[src/include/cmpc_pkg.sv]
// constants for the dual comparator control block
// assumes a 32-bit classic wishbone bus with byte addresses
package cmpc_pkg;
	// number of comparator channels
	localparam int NUM_CH = 2;
	// register byte offsets
	localparam logic [7:0] OFS_CTRL0 = 8'h00;
	localparam logic [7:0] OFS_CTRL1 = 8'h04;
	localparam logic [7:0] OFS_CH_STRIDE = 8'h08;
	localparam logic [7:0] OFS_MIRROR = 8'h10;
	localparam logic [7:0] OFS_FLAGS = 8'h14;
	localparam logic [7:0] OFS_IRQEN = 8'h18;
	// comparator_control_0 fields
	localparam int C0_ENABLE = 7;
	localparam int C0_RESULT = 6;
	localparam int C0_PIN_OE = 5;
	localparam int C0_INVERT = 4;
	localparam int C0_SPEED = 2;
	localparam int C0_HYST = 1;
	localparam int C0_SYNC = 0;
	// comparator_control_1 fields
	localparam int C1_RISE_IE = 7;
	localparam int C1_FALL_IE = 6;
	localparam int C1_POS_LSB = 4;
	localparam int C1_NEG_LSB = 0;
	localparam int POS_W = 2;
	localparam int NEG_W = 3;
	// highest legal inverting input code, the fixed reference
	localparam logic [2:0] NEG_FIXED = 3'h4;
	// interrupt enable register fields
	localparam int IE_PERIPH = 6;
	localparam int IE_GLOBAL = 7;
	// reset values and writable masks
	localparam logic [7:0] CTRL0_RST = 8'h04;
	localparam logic [7:0] CTRL0_WMASK = 8'hB7;
	localparam logic [7:0] CTRL1_RST = 8'h00;
	localparam logic [7:0] CTRL1_WMASK = 8'hF7;
	localparam logic [7:0] IRQEN_RST = 8'h00;
	localparam logic [7:0] IRQEN_WMASK = 8'hC3;
endpackage

[src/include/cmpc_chan_if.sv]
// per-channel link between the register file and a channel core
// assumes both ends run on the same clock
`timescale 1ns/1ps
interface cmpc_chan_if;
	logic en; // channel enabled
	logic inv; // invert result
	logic sync; // capture on timer clock
	logic tmr_fall; // falling edge of prescaled timer clock
	logic result; // registered result bit
	logic gate; // result towards timer gate and pin
	logic rise; // result went low to high
	logic fall; // result went high to low
	modport ctrl (output en, inv, sync, tmr_fall, input result, gate, rise, fall);
	modport chan (input en, inv, sync, tmr_fall, output result, gate, rise, fall);
endinterface

[src/rtl/cmpc_channel.sv]
// one comparator channel: synchroniser, polarity, edges, timer capture
// assumes raw_i is asynchronous and tmr_fall is a one-cycle pulse
`timescale 1ns/1ps
module cmpc_channel (
	input wire logic clk_i,
	input wire logic rst_i,
	input wire logic raw_i,
	cmpc_chan_if.chan ch
);
	logic sync1_r; // first synchroniser stage
	logic sync2_r; // second synchroniser stage
	logic result_r; // output bit as software sees it
	logic prev_r; // result one cycle earlier
	logic gate_r; // value for timer gate and pin
	logic core;

	// two-stage synchroniser on the analog result
	always_ff @(posedge clk_i)
	begin
		sync1_r <= raw_i;
		sync2_r <= sync1_r;
	end

	// a disabled core reads low, the invert still applies
	assign core = ch.en ? sync2_r : 1'b0;

	// result registered once per clock
	always_ff @(posedge clk_i)
	begin
		if (rst_i)
		begin
			result_r <= 1'b0;
			prev_r <= 1'b0;
		end
		else
		begin
			result_r <= core ^ ch.inv;
			prev_r <= result_r;
		end
	end

	// gate value: captured on timer falling edge or passed each clock
	always_ff @(posedge clk_i)
	begin
		if (rst_i)
			gate_r <= 1'b0;
		else if (!ch.sync)
			gate_r <= result_r;
		else if (ch.tmr_fall)
			gate_r <= result_r;
	end

	assign ch.result = result_r;
	assign ch.gate = gate_r;
	assign ch.rise = result_r && !prev_r;
	assign ch.fall = !result_r && prev_r;

	a_raw_latency: assert property (@(posedge clk_i) disable iff (rst_i)
		(ch.en && !ch.inv)[*3] |-> result_r == $past(raw_i, 3))
		else $error("result does not follow raw input");
	a_off_inverted: assert property (@(posedge clk_i) disable iff (rst_i)
		!ch.en && ch.inv |=> result_r)
		else $error("disabled inverted channel not high");
	a_async_pass: assert property (@(posedge clk_i) disable iff (rst_i)
		!ch.sync |=> gate_r == $past(result_r))
		else $error("gate not passing result");
	a_sync_hold: assert property (@(posedge clk_i) disable iff (rst_i)
		ch.sync && !ch.tmr_fall |=> $stable(gate_r))
		else $error("gate moved without timer edge");
	// the capture itself must take the result, not only hold still
	a_sync_capture: assert property (@(posedge clk_i) disable iff (rst_i)
		ch.sync && ch.tmr_fall |=> gate_r == $past(result_r))
		else $error("gate missed a timer capture");
	c_sync_capture: cover property (@(posedge clk_i) disable iff (rst_i)
		ch.sync && ch.tmr_fall && (gate_r != result_r));
endmodule

[src/rtl/cmpc_top.sv]
// dual comparator control: wishbone registers and two channel cores
// assumes tmr_clk_i is the prescaled timer clock, synchronous to clk_i
//
// Local design decisions: the placing of the registers and the Wishbone slave port.
`timescale 1ns/1ps
module cmpc_top #(
	parameter int ADR_W = 8
) (
	input wire logic clk_i,
	input wire logic rst_i,
	input wire logic [ADR_W-1:0] wb_adr_i,
	input wire logic [31:0] wb_dat_i,
	input wire logic [3:0] wb_sel_i,
	input wire logic wb_we_i,
	input wire logic wb_cyc_i,
	input wire logic wb_stb_i,
	output logic [31:0] wb_dat_o,
	output logic wb_ack_o,
	input wire logic [1:0] cmp_raw_i,
	input wire logic tmr_clk_i,
	input wire logic [1:0] pin_direction_bit_i,
	output logic [1:0] gate_o,
	output logic [1:0] pin_o,
	output logic [1:0] pin_oe_o,
	output logic [1:0] core_on_o,
	output logic [1:0] speed_o,
	output logic [1:0] hyst_o,
	output logic [3:0] pos_sel_o,
	output logic [5:0] neg_sel_o,
	output logic [1:0] noninv_connect_o,
	output logic [1:0] inv_connect_o,
	output logic irq_o
);
	localparam int N = cmpc_pkg::NUM_CH;

	logic [7:0] ctrl0_r [N]; // comparator_control_0 stored bits
	logic [7:0] ctrl1_r [N]; // comparator_control_1
	logic [7:0] irqen_r; // channel, peripheral and global enables
	logic [N-1:0] flag_r; // sticky edge flags
	logic [N-1:0] pin_oe_r; // pin drive enables
	logic [N-1:0] nconn_r; // non-inverting input connected
	logic [N-1:0] iconn_r; // inverting input connected
	logic [N-1:0] result_w; // result bits from the cores
	logic [N-1:0] gate_w; // gate values from the cores
	logic [N-1:0] set_w; // edge events that set a flag
	logic [N-1:0] clr_w; // software clears of a flag
	logic tmr_prev_r; // timer clock one cycle earlier
	logic tmr_fall; // timer clock falling edge pulse
	logic ack_r; // wishbone acknowledge
	logic [31:0] dat_r; // wishbone read data
	logic [31:0] rd_data; // read mux result
	logic irq_r; // gated interrupt request
	logic req; // new request seen
	logic wr_go; // write takes effect this edge
	logic [7:0] wdat; // low byte of write data

	cmpc_chan_if ch_if [N] ();

	// request valid and not yet answered
	assign req = wb_cyc_i && wb_stb_i && !ack_r;
	// write commits at the edge where the master sees ack
	assign wr_go = wb_cyc_i && wb_stb_i && wb_we_i && ack_r && wb_sel_i[0];
	assign wdat = wb_dat_i[7:0];

	// single-cycle acknowledge, dropped the cycle after
	// a request is taken only while no ack is out, so it is answered once
	always_ff @(posedge clk_i)
	begin
		if (rst_i)
			ack_r <= 1'b0;
		else
			ack_r <= req;
	end

	// read data captured with the acknowledge
	always_ff @(posedge clk_i)
	begin
		if (rst_i)
			dat_r <= 32'h0000_0000;
		else if (req)
			dat_r <= rd_data;
	end

	// read mux, unmapped offsets read zero
	always_comb
	begin
		rd_data = 32'h0000_0000;
		for (int k = 0; k < N; k++)
		begin
			// result bit sits in place of the stored bit
			if (wb_adr_i == ADR_W'(cmpc_pkg::OFS_CTRL0 + 8'(k) * cmpc_pkg::OFS_CH_STRIDE))
			begin
				rd_data[7:0] = ctrl0_r[k] & cmpc_pkg::CTRL0_WMASK;
				rd_data[cmpc_pkg::C0_RESULT] = result_w[k];
			end
			if (wb_adr_i == ADR_W'(cmpc_pkg::OFS_CTRL1 + 8'(k) * cmpc_pkg::OFS_CH_STRIDE))
				rd_data[7:0] = ctrl1_r[k] & cmpc_pkg::CTRL1_WMASK;
		end
		// mirror of both result bits, upper bits zero
		if (wb_adr_i == ADR_W'(cmpc_pkg::OFS_MIRROR))
			rd_data[N-1:0] = result_w;
		// sticky edge flags
		if (wb_adr_i == ADR_W'(cmpc_pkg::OFS_FLAGS))
			rd_data[N-1:0] = flag_r;
		// channel, peripheral and global enables
		if (wb_adr_i == ADR_W'(cmpc_pkg::OFS_IRQEN))
			rd_data[7:0] = irqen_r & cmpc_pkg::IRQEN_WMASK;
	end

	// interrupt enable register
	always_ff @(posedge clk_i)
	begin
		if (rst_i)
			irqen_r <= cmpc_pkg::IRQEN_RST;
		else if (wr_go && wb_adr_i == ADR_W'(cmpc_pkg::OFS_IRQEN))
			irqen_r <= wdat & cmpc_pkg::IRQEN_WMASK;
	end

	// falling edge of the prescaled timer clock; the timer counts on
	// the rising edge, so capturing here avoids a race
	always_ff @(posedge clk_i)
	begin
		if (rst_i)
			tmr_prev_r <= 1'b0;
		else
			tmr_prev_r <= tmr_clk_i;
	end
	assign tmr_fall = tmr_prev_r && !tmr_clk_i;

	// per-channel registers, flags and cores
	for (genvar g = 0; g < N; g++)
	begin : g_ch
		localparam logic [ADR_W-1:0] A_C0 =
			ADR_W'(cmpc_pkg::OFS_CTRL0 + 8'(g) * cmpc_pkg::OFS_CH_STRIDE);
		localparam logic [ADR_W-1:0] A_C1 =
			ADR_W'(cmpc_pkg::OFS_CTRL1 + 8'(g) * cmpc_pkg::OFS_CH_STRIDE);
		logic [2:0] neg;

		// control register 0, result bit is read-only
		always_ff @(posedge clk_i)
		begin
			if (rst_i)
				ctrl0_r[g] <= cmpc_pkg::CTRL0_RST;
			else if (wr_go && wb_adr_i == A_C0)
				ctrl0_r[g] <= wdat & cmpc_pkg::CTRL0_WMASK;
		end

		// control register 1
		always_ff @(posedge clk_i)
		begin
			if (rst_i)
				ctrl1_r[g] <= cmpc_pkg::CTRL1_RST;
			else if (wr_go && wb_adr_i == A_C1)
				ctrl1_r[g] <= wdat & cmpc_pkg::CTRL1_WMASK;
		end

		// drive the core from the control bits
		assign ch_if[g].en = ctrl0_r[g][cmpc_pkg::C0_ENABLE];
		assign ch_if[g].inv = ctrl0_r[g][cmpc_pkg::C0_INVERT];
		assign ch_if[g].sync = ctrl0_r[g][cmpc_pkg::C0_SYNC];
		assign ch_if[g].tmr_fall = tmr_fall;
		assign result_w[g] = ch_if[g].result;
		assign gate_w[g] = ch_if[g].gate;

		cmpc_channel u_ch (
			.clk_i(clk_i),
			.rst_i(rst_i),
			.raw_i(cmp_raw_i[g]),
			.ch(ch_if[g])
		);

		// edge events gated by their enables
		assign set_w[g] = (ch_if[g].rise && ctrl1_r[g][cmpc_pkg::C1_RISE_IE])
			|| (ch_if[g].fall && ctrl1_r[g][cmpc_pkg::C1_FALL_IE]);
		// write one to clear a flag
		assign clr_w[g] = wr_go && wb_adr_i == ADR_W'(cmpc_pkg::OFS_FLAGS) && wdat[g];

		// sticky flag, a new edge wins over a clear
		// edge logic never clears it, only a software write or reset does
		always_ff @(posedge clk_i)
		begin
			if (rst_i)
				flag_r[g] <= 1'b0;
			else
				flag_r[g] <= (flag_r[g] && !clr_w[g]) || set_w[g];
		end

		// pin drive and input connection
		assign neg = ctrl1_r[g][cmpc_pkg::C1_NEG_LSB +: cmpc_pkg::NEG_W];
		always_ff @(posedge clk_i)
		begin
			if (rst_i)
			begin
				pin_oe_r[g] <= 1'b0;
				nconn_r[g] <= 1'b0;
				iconn_r[g] <= 1'b0;
			end
			else
			begin
				// enable bit plays no part in pin routing
				pin_oe_r[g] <= ctrl0_r[g][cmpc_pkg::C0_PIN_OE]
					&& !pin_direction_bit_i[g];
				nconn_r[g] <= ch_if[g].en;
				// reserved minus codes leave the input open
				iconn_r[g] <= ch_if[g].en && (neg <= cmpc_pkg::NEG_FIXED);
			end
		end

		// analog settings straight from the registers
		assign core_on_o[g] = ctrl0_r[g][cmpc_pkg::C0_ENABLE];
		assign speed_o[g] = ctrl0_r[g][cmpc_pkg::C0_SPEED];
		assign hyst_o[g] = ctrl0_r[g][cmpc_pkg::C0_HYST];
		assign pos_sel_o[g*2 +: 2] =
			ctrl1_r[g][cmpc_pkg::C1_POS_LSB +: cmpc_pkg::POS_W];
		assign neg_sel_o[g*3 +: 3] = neg;

		// checks for this channel: enabled edges set the flag
		a_rise_flag: assert property (@(posedge clk_i) disable iff (rst_i)
			ch_if[g].rise && ctrl1_r[g][cmpc_pkg::C1_RISE_IE] |=> flag_r[g])
			else $error("rising edge did not set flag");
		a_fall_flag: assert property (@(posedge clk_i) disable iff (rst_i)
			ch_if[g].fall && ctrl1_r[g][cmpc_pkg::C1_FALL_IE] |=> flag_r[g])
			else $error("falling edge did not set flag");
		a_flag_sticky: assert property (@(posedge clk_i) disable iff (rst_i)
			flag_r[g] && !clr_w[g] |=> flag_r[g])
			else $error("flag dropped without clear");
		a_no_edge_set: assert property (@(posedge clk_i) disable iff (rst_i)
			!flag_r[g] && !set_w[g] |=> !flag_r[g])
			else $error("flag set without enabled edge");

		// an edge in the cycle of the clear keeps the flag set
		a_set_beats_clr: assert property (@(posedge clk_i) disable iff (rst_i)
			set_w[g] && clr_w[g] |=> flag_r[g])
			else $error("clear won over a new edge");
		// a clear with no edge empties the flag
		a_clr_empties: assert property (@(posedge clk_i) disable iff (rst_i)
			clr_w[g] && !set_w[g] |=> !flag_r[g])
			else $error("flag survived its clear");

		// pin drive follows its enable and the direction bit both ways
		a_pin_drive: assert property (@(posedge clk_i) disable iff (rst_i)
			pin_oe_o[g] |-> $past(ctrl0_r[g][cmpc_pkg::C0_PIN_OE])
				&& !$past(pin_direction_bit_i[g]))
			else $error("pin driven without enable");
		a_pin_on: assert property (@(posedge clk_i) disable iff (rst_i)
			ctrl0_r[g][cmpc_pkg::C0_PIN_OE] && !pin_direction_bit_i[g] |=> pin_oe_o[g])
			else $error("enabled pin not driven");

		// input switches: open when disabled, reserved codes always open
		a_input_off: assert property (@(posedge clk_i) disable iff (rst_i)
			!ch_if[g].en |=> !noninv_connect_o[g] && !inv_connect_o[g])
			else $error("disabled channel input connected");
		a_input_on: assert property (@(posedge clk_i) disable iff (rst_i)
			ch_if[g].en |=> noninv_connect_o[g])
			else $error("enabled channel plus input open");
		a_neg_reserved: assert property (@(posedge clk_i) disable iff (rst_i)
			neg > cmpc_pkg::NEG_FIXED |=> !inv_connect_o[g])
			else $error("reserved minus code connected");
		a_neg_legal: assert property (@(posedge clk_i) disable iff (rst_i)
			ch_if[g].en && neg <= cmpc_pkg::NEG_FIXED |=> inv_connect_o[g])
			else $error("legal minus code left open");

		// control bits leave reset with normal speed and the core off
		a_speed_reset: assert property (@(posedge clk_i)
			$fell(rst_i) |-> speed_o[g] && !core_on_o[g])
			else $error("control reset value wrong");
		c_flag_set: cover property (@(posedge clk_i) disable iff (rst_i)
			$rose(flag_r[g]));
	end

	// interrupt request needs an enabled flag and both global enables
	// channel enables sit in the low bits, beside the two global ones
	always_ff @(posedge clk_i)
	begin
		if (rst_i)
			irq_r <= 1'b0;
		else
			irq_r <= |(flag_r & irqen_r[N-1:0])
				&& irqen_r[cmpc_pkg::IE_PERIPH]
				&& irqen_r[cmpc_pkg::IE_GLOBAL];
	end

	// every output below comes straight from a flop
	assign wb_ack_o = ack_r;
	assign wb_dat_o = dat_r;
	assign gate_o = gate_w;
	assign pin_o = gate_w;
	assign pin_oe_o = pin_oe_r;
	assign noninv_connect_o = nconn_r;
	assign inv_connect_o = iconn_r;
	assign irq_o = irq_r;

	// bus checks: one ack per request, nothing above the byte lane
	a_ack_pulse: assert property (@(posedge clk_i) disable iff (rst_i)
		wb_ack_o |=> !wb_ack_o)
		else $error("ack held longer than one cycle");
	a_ack_answer: assert property (@(posedge clk_i) disable iff (rst_i)
		req |=> wb_ack_o)
		else $error("request left unanswered");
	a_idle_no_ack: assert property (@(posedge clk_i) disable iff (rst_i)
		!wb_cyc_i |=> !wb_ack_o)
		else $error("ack without a cycle");
	a_read_high_zero: assert property (@(posedge clk_i) disable iff (rst_i)
		wb_ack_o |-> wb_dat_o[31:8] == 24'h00_0000)
		else $error("read data above the byte not zero");
	a_mirror_read: assert property (@(posedge clk_i) disable iff (rst_i)
		req && wb_adr_i == ADR_W'(cmpc_pkg::OFS_MIRROR)
			|=> wb_dat_o == {30'h0000_0000, $past(result_w)})
		else $error("mirror read wrong");

	// interrupt checks: both global enables and at least one enabled flag
	a_irq_global: assert property (@(posedge clk_i) disable iff (rst_i)
		!irqen_r[cmpc_pkg::IE_GLOBAL] || !irqen_r[cmpc_pkg::IE_PERIPH] |=> !irq_o)
		else $error("irq without global enables");
	a_irq_raise: assert property (@(posedge clk_i) disable iff (rst_i)
		flag_r[0] && irqen_r[0] && irqen_r[cmpc_pkg::IE_PERIPH]
			&& irqen_r[cmpc_pkg::IE_GLOBAL] |=> irq_o)
		else $error("enabled flag gave no irq");
	a_irq_no_flag: assert property (@(posedge clk_i) disable iff (rst_i)
		!(|(flag_r & irqen_r[N-1:0])) |=> !irq_o)
		else $error("irq without an enabled flag");

	// main scenarios: an interrupt, a write, a mirror read
	c_irq: cover property (@(posedge clk_i) disable iff (rst_i) $rose(irq_o));
	c_write: cover property (@(posedge clk_i) disable iff (rst_i) wr_go);
	c_read_mirror: cover property (@(posedge clk_i) disable iff (rst_i)
		req && !wb_we_i && wb_adr_i == ADR_W'(cmpc_pkg::OFS_MIRROR));
endmodule

[config.mk]
export PLATFORM = sky130hd
export DESIGN_NAME = cmpc_top
export DESIGN_NICKNAME = d
export VERILOG_FILES = /design/src/include/cmpc_pkg.sv /design/src/include/cmpc_chan_if.sv /design/src/rtl/cmpc_channel.sv /design/src/rtl/cmpc_top.sv
export SDC_FILE = /design/constraint.sdc
export NUM_CORES = 1
export LEC_CHECK = 0
export ABC_AREA = 1
export ABC_CLOCK_PERIOD_IN_PS = 1500
export BUFFER_PORTS_ARGS = -buffer_cell sky130_fd_sc_hd__buf_2
export CAP_MARGIN = 30
export CORE_ASPECT_RATIO = 0.8
export CORE_MARGIN = 2
export CORE_UTILIZATION = 45
export CTS_BUF_LIST = sky130_fd_sc_hd__clkbuf_8
export CTS_CLUSTER_SIZE = 30
export DETAILED_ROUTE_END_ITERATION = 8
export HOLD_SLACK_MARGIN = 0.15
export PLACE_DENSITY = 0.86
export RECOVER_POWER = 100
export SYNTH_ARGS = -nofsm -noshare
export SYNTH_HDL_FRONTEND = slang
export SYNTH_SLANG_ARGS = --single-unit
export TNS_END_PERCENT = 5
[constraint.sdc]
create_clock -name clk_i -period 1.5 [get_ports clk_i]
set_clock_uncertainty 0.1 [all_clocks]
set_input_delay 0.075 -clock clk_i [delete_from_list [all_inputs] [get_ports clk_i]]
set_output_delay 0.075 -clock clk_i [all_outputs]
set_load 0.01 [all_outputs]
==> metrics <==
CP required 1.64 ns; PwrDens 1040 nW/um^2; Max-Cap Viols 0; area share of the leading cell type in the synthesized netlist 0.278; pre-CTS WS 0.0143 ns; R2R setup slack 0.04 ns; Distinct cells, synth 29; Final Setup Violations 1; CP endpoint kind flip-flop; first-pass GRT wire length 10.6 mm; FF+latch count, synth 58; mux share of post-synthesis cell area 0; Hold Crit Class in -> reg; Total Neg Setup Slack -0.00397 ns; Port Buffer Count 60; failing checks negative setup slack; Cells after DPL 459; GR Util All Layers 0.205; final setup margin -0.00397 ns; share of layout cells above drive strength 1 0.213; register area share after synthesis 0.505; IR drop worst, VDD 711 uV; initial antenna violation count 0; critical path type in -> reg; Via Count 2366; antenna-violating nets left 0; H-tree levels 3; Synth Flop Type dfxtp_1; cell area after placement 3050 um^2; core area 5970 um^2; Syn Inst Count 328; number of global-route vias before repair 2359; # IOs 114; LEAKAGE 1.49 nW; Num CTS Buffers 9; Starting Density 0.471; post-layout util 0.576; # rows 25; P&R area growth vs syn 22.4%; Skew-Pair Late Insertion Delay 0.34 ns; Finished Layout Cells 494; die area 6900 um^2; Post-DP HPWL 5.00 mm; EDFF count, synth 26; Max Slew Vio Count 0; crit path max fanout 9; Fill cells 571; fin crit period 1.50 ns; Final Wtd Congestion 0.862; WL final 6.60 mm; Die W 92.4 um; Synth Area in XOR/XNOR 0.00311; CTS clk-pin slew, worst paths 0.07 ns; pin count of the biggest net entering global routing 20; WHS Path Cells 6; CTS tree yes; clk sinks 58; mapped cell area 2810 um^2; clock buffer depth 2; Final nets 462; top cells by count, synth 50 x nand2_1, 47 x nor2_1, 45 x buf_4, 32 x dfxtp_1, 30 x inv_1; grt ovf 0; post-synthesis adder-cell area fraction 0; count leader, synth nand2_1; Synth Area per Inst 8.58 um^2; Compound-Gate Fraction of Synth Area 0.0916; hold slack final 0.204 ns; crit path DAT 1.64 ns; max frequency 0.665 GHz; Simple-Gate Fraction of Synth Area 0.222; Via density 4.79; RSZ-0062 raised after global routing yes; top cells by area, synth edfxtp_1 28%, dfxtp_1 23%, buf_4 12%; Synth area leader edfxtp_1; CTS root buf clkbuf_8; Worst Reg2Reg Path Length in Cells 5; ANT cells 0; status finished, violations left; async set-or-reset flop fraction in the synthesized netlist 0; routed len/inst 13.4 um; Die Ht 74.7 um; design area 3440 um^2; Total Power 3.59 mW; final-report hold violation count 0; DR pass1 iterations 4; drt drc 0; largest family of logic cells by synthesized area simple AND/OR/NAND/NOR gates; startpoint types primary input; postcts setup bufs 0; yosys warns 0; DRT iter0 DRCs 105; fin crit share 1.00
registers in the layout, indices dropped and copies added (netlist names), 4 cells and up:
register / flops
irqen_r: 4
ctrl1_r: 14
ctrl0_r: 12
wb_dat_o: 7
area by class of cell:
class / count / area [um^2] / area share
Sequential cell: 58 / 1420 / 0.413
Multi-Input combinational cell: 209 / 998 / 0.290
Timing Repair Buffer: 93 / 557 / 0.162
Inverter: 37 / 146 / 0.0425
Clock buffer: 10 / 138 / 0.0400
Tap cell: 81 / 101 / 0.0294
Clock inverter: 6 / 81.3 / 0.0236
path summary, 6_finish.rpt:
path	from	end
min	wb_we_i	irqen_r[6]
max	rst_i	pin_oe_o[1]
min reg2reg	g_ch[1].u_ch.sync1_r	g_ch[1].u_ch.sync2_r
max reg2reg	wb_ack_o	ctrl1_r[1][0]
layout by cell type (no fill, tap or decap), drive strengths merged:
| master | instances |
|---|---|
| inv | 36 |
| clkinv | 2 |
| nor3 | 2 |
| bufinv | 2 |
| dfxtp | 32 |
| clkinvlp | 3 |
| o21ai | 17 |
| nand4 | 2 |
| buf | 43 |
| edfxtp | 26 |
| a31oi | 2 |
| nand2 | 54 |
| nor2 | 58 |
| conb | 25 |
| a21oi | 27 |
| nand3 | 18 |
| o21a | 1 |
| clkbuf | 41 |
| xor2 | 1 |
| dlygate4sd3 | 19 |
| o22ai | 1 |
| o211ai | 1 |
critical path, cell delays in order:
cell	delay [ns]
dlygate4sd3_1	0.53
buf_2	0.13
clkinvlp_4	0.18
nand2_1	0.14
nor2_1	0.05
dlygate4sd3_1	0.54
power breakdown:
| group | switching, mW | internal, mW | total, mW |
|---|---|---|---|
| registers | 0.0270 | 1.69 | 1.72 |
| clock network | 0.614 | 0.967 | 1.58 |
| logic | 0.182 | 0.109 | 0.291 |
kinds of logic after synthesis:
kind of cell,Yosys count
buffers and inverters,85
other,1
AOI/OAI and AO/OA,49
DFF,58
and+or+nand+nor,134
xor gates and xnor gates,1
what timing repair did:
action | 4_1_cts | 5_1_grt
endpoints found under the hold margin | 52 | 0
resized for setup | 0 | 6
hold buffers | 19 | 0
endpoints found under the setup margin | 0 | 31
metal layers:
layer | vias up | global-route usage | wire length (um)
li1 | 1151 | - | -
met1 | 1113 | 0.243 | 2740
met2 | 97 | 0.358 | 3250
met3 | 5 | 0.0741 | 537
met4 | 0 | 0.0564 | 70
met5 | - | 0 | 0
No activity file was read; power rests on OpenSTA's default activity.
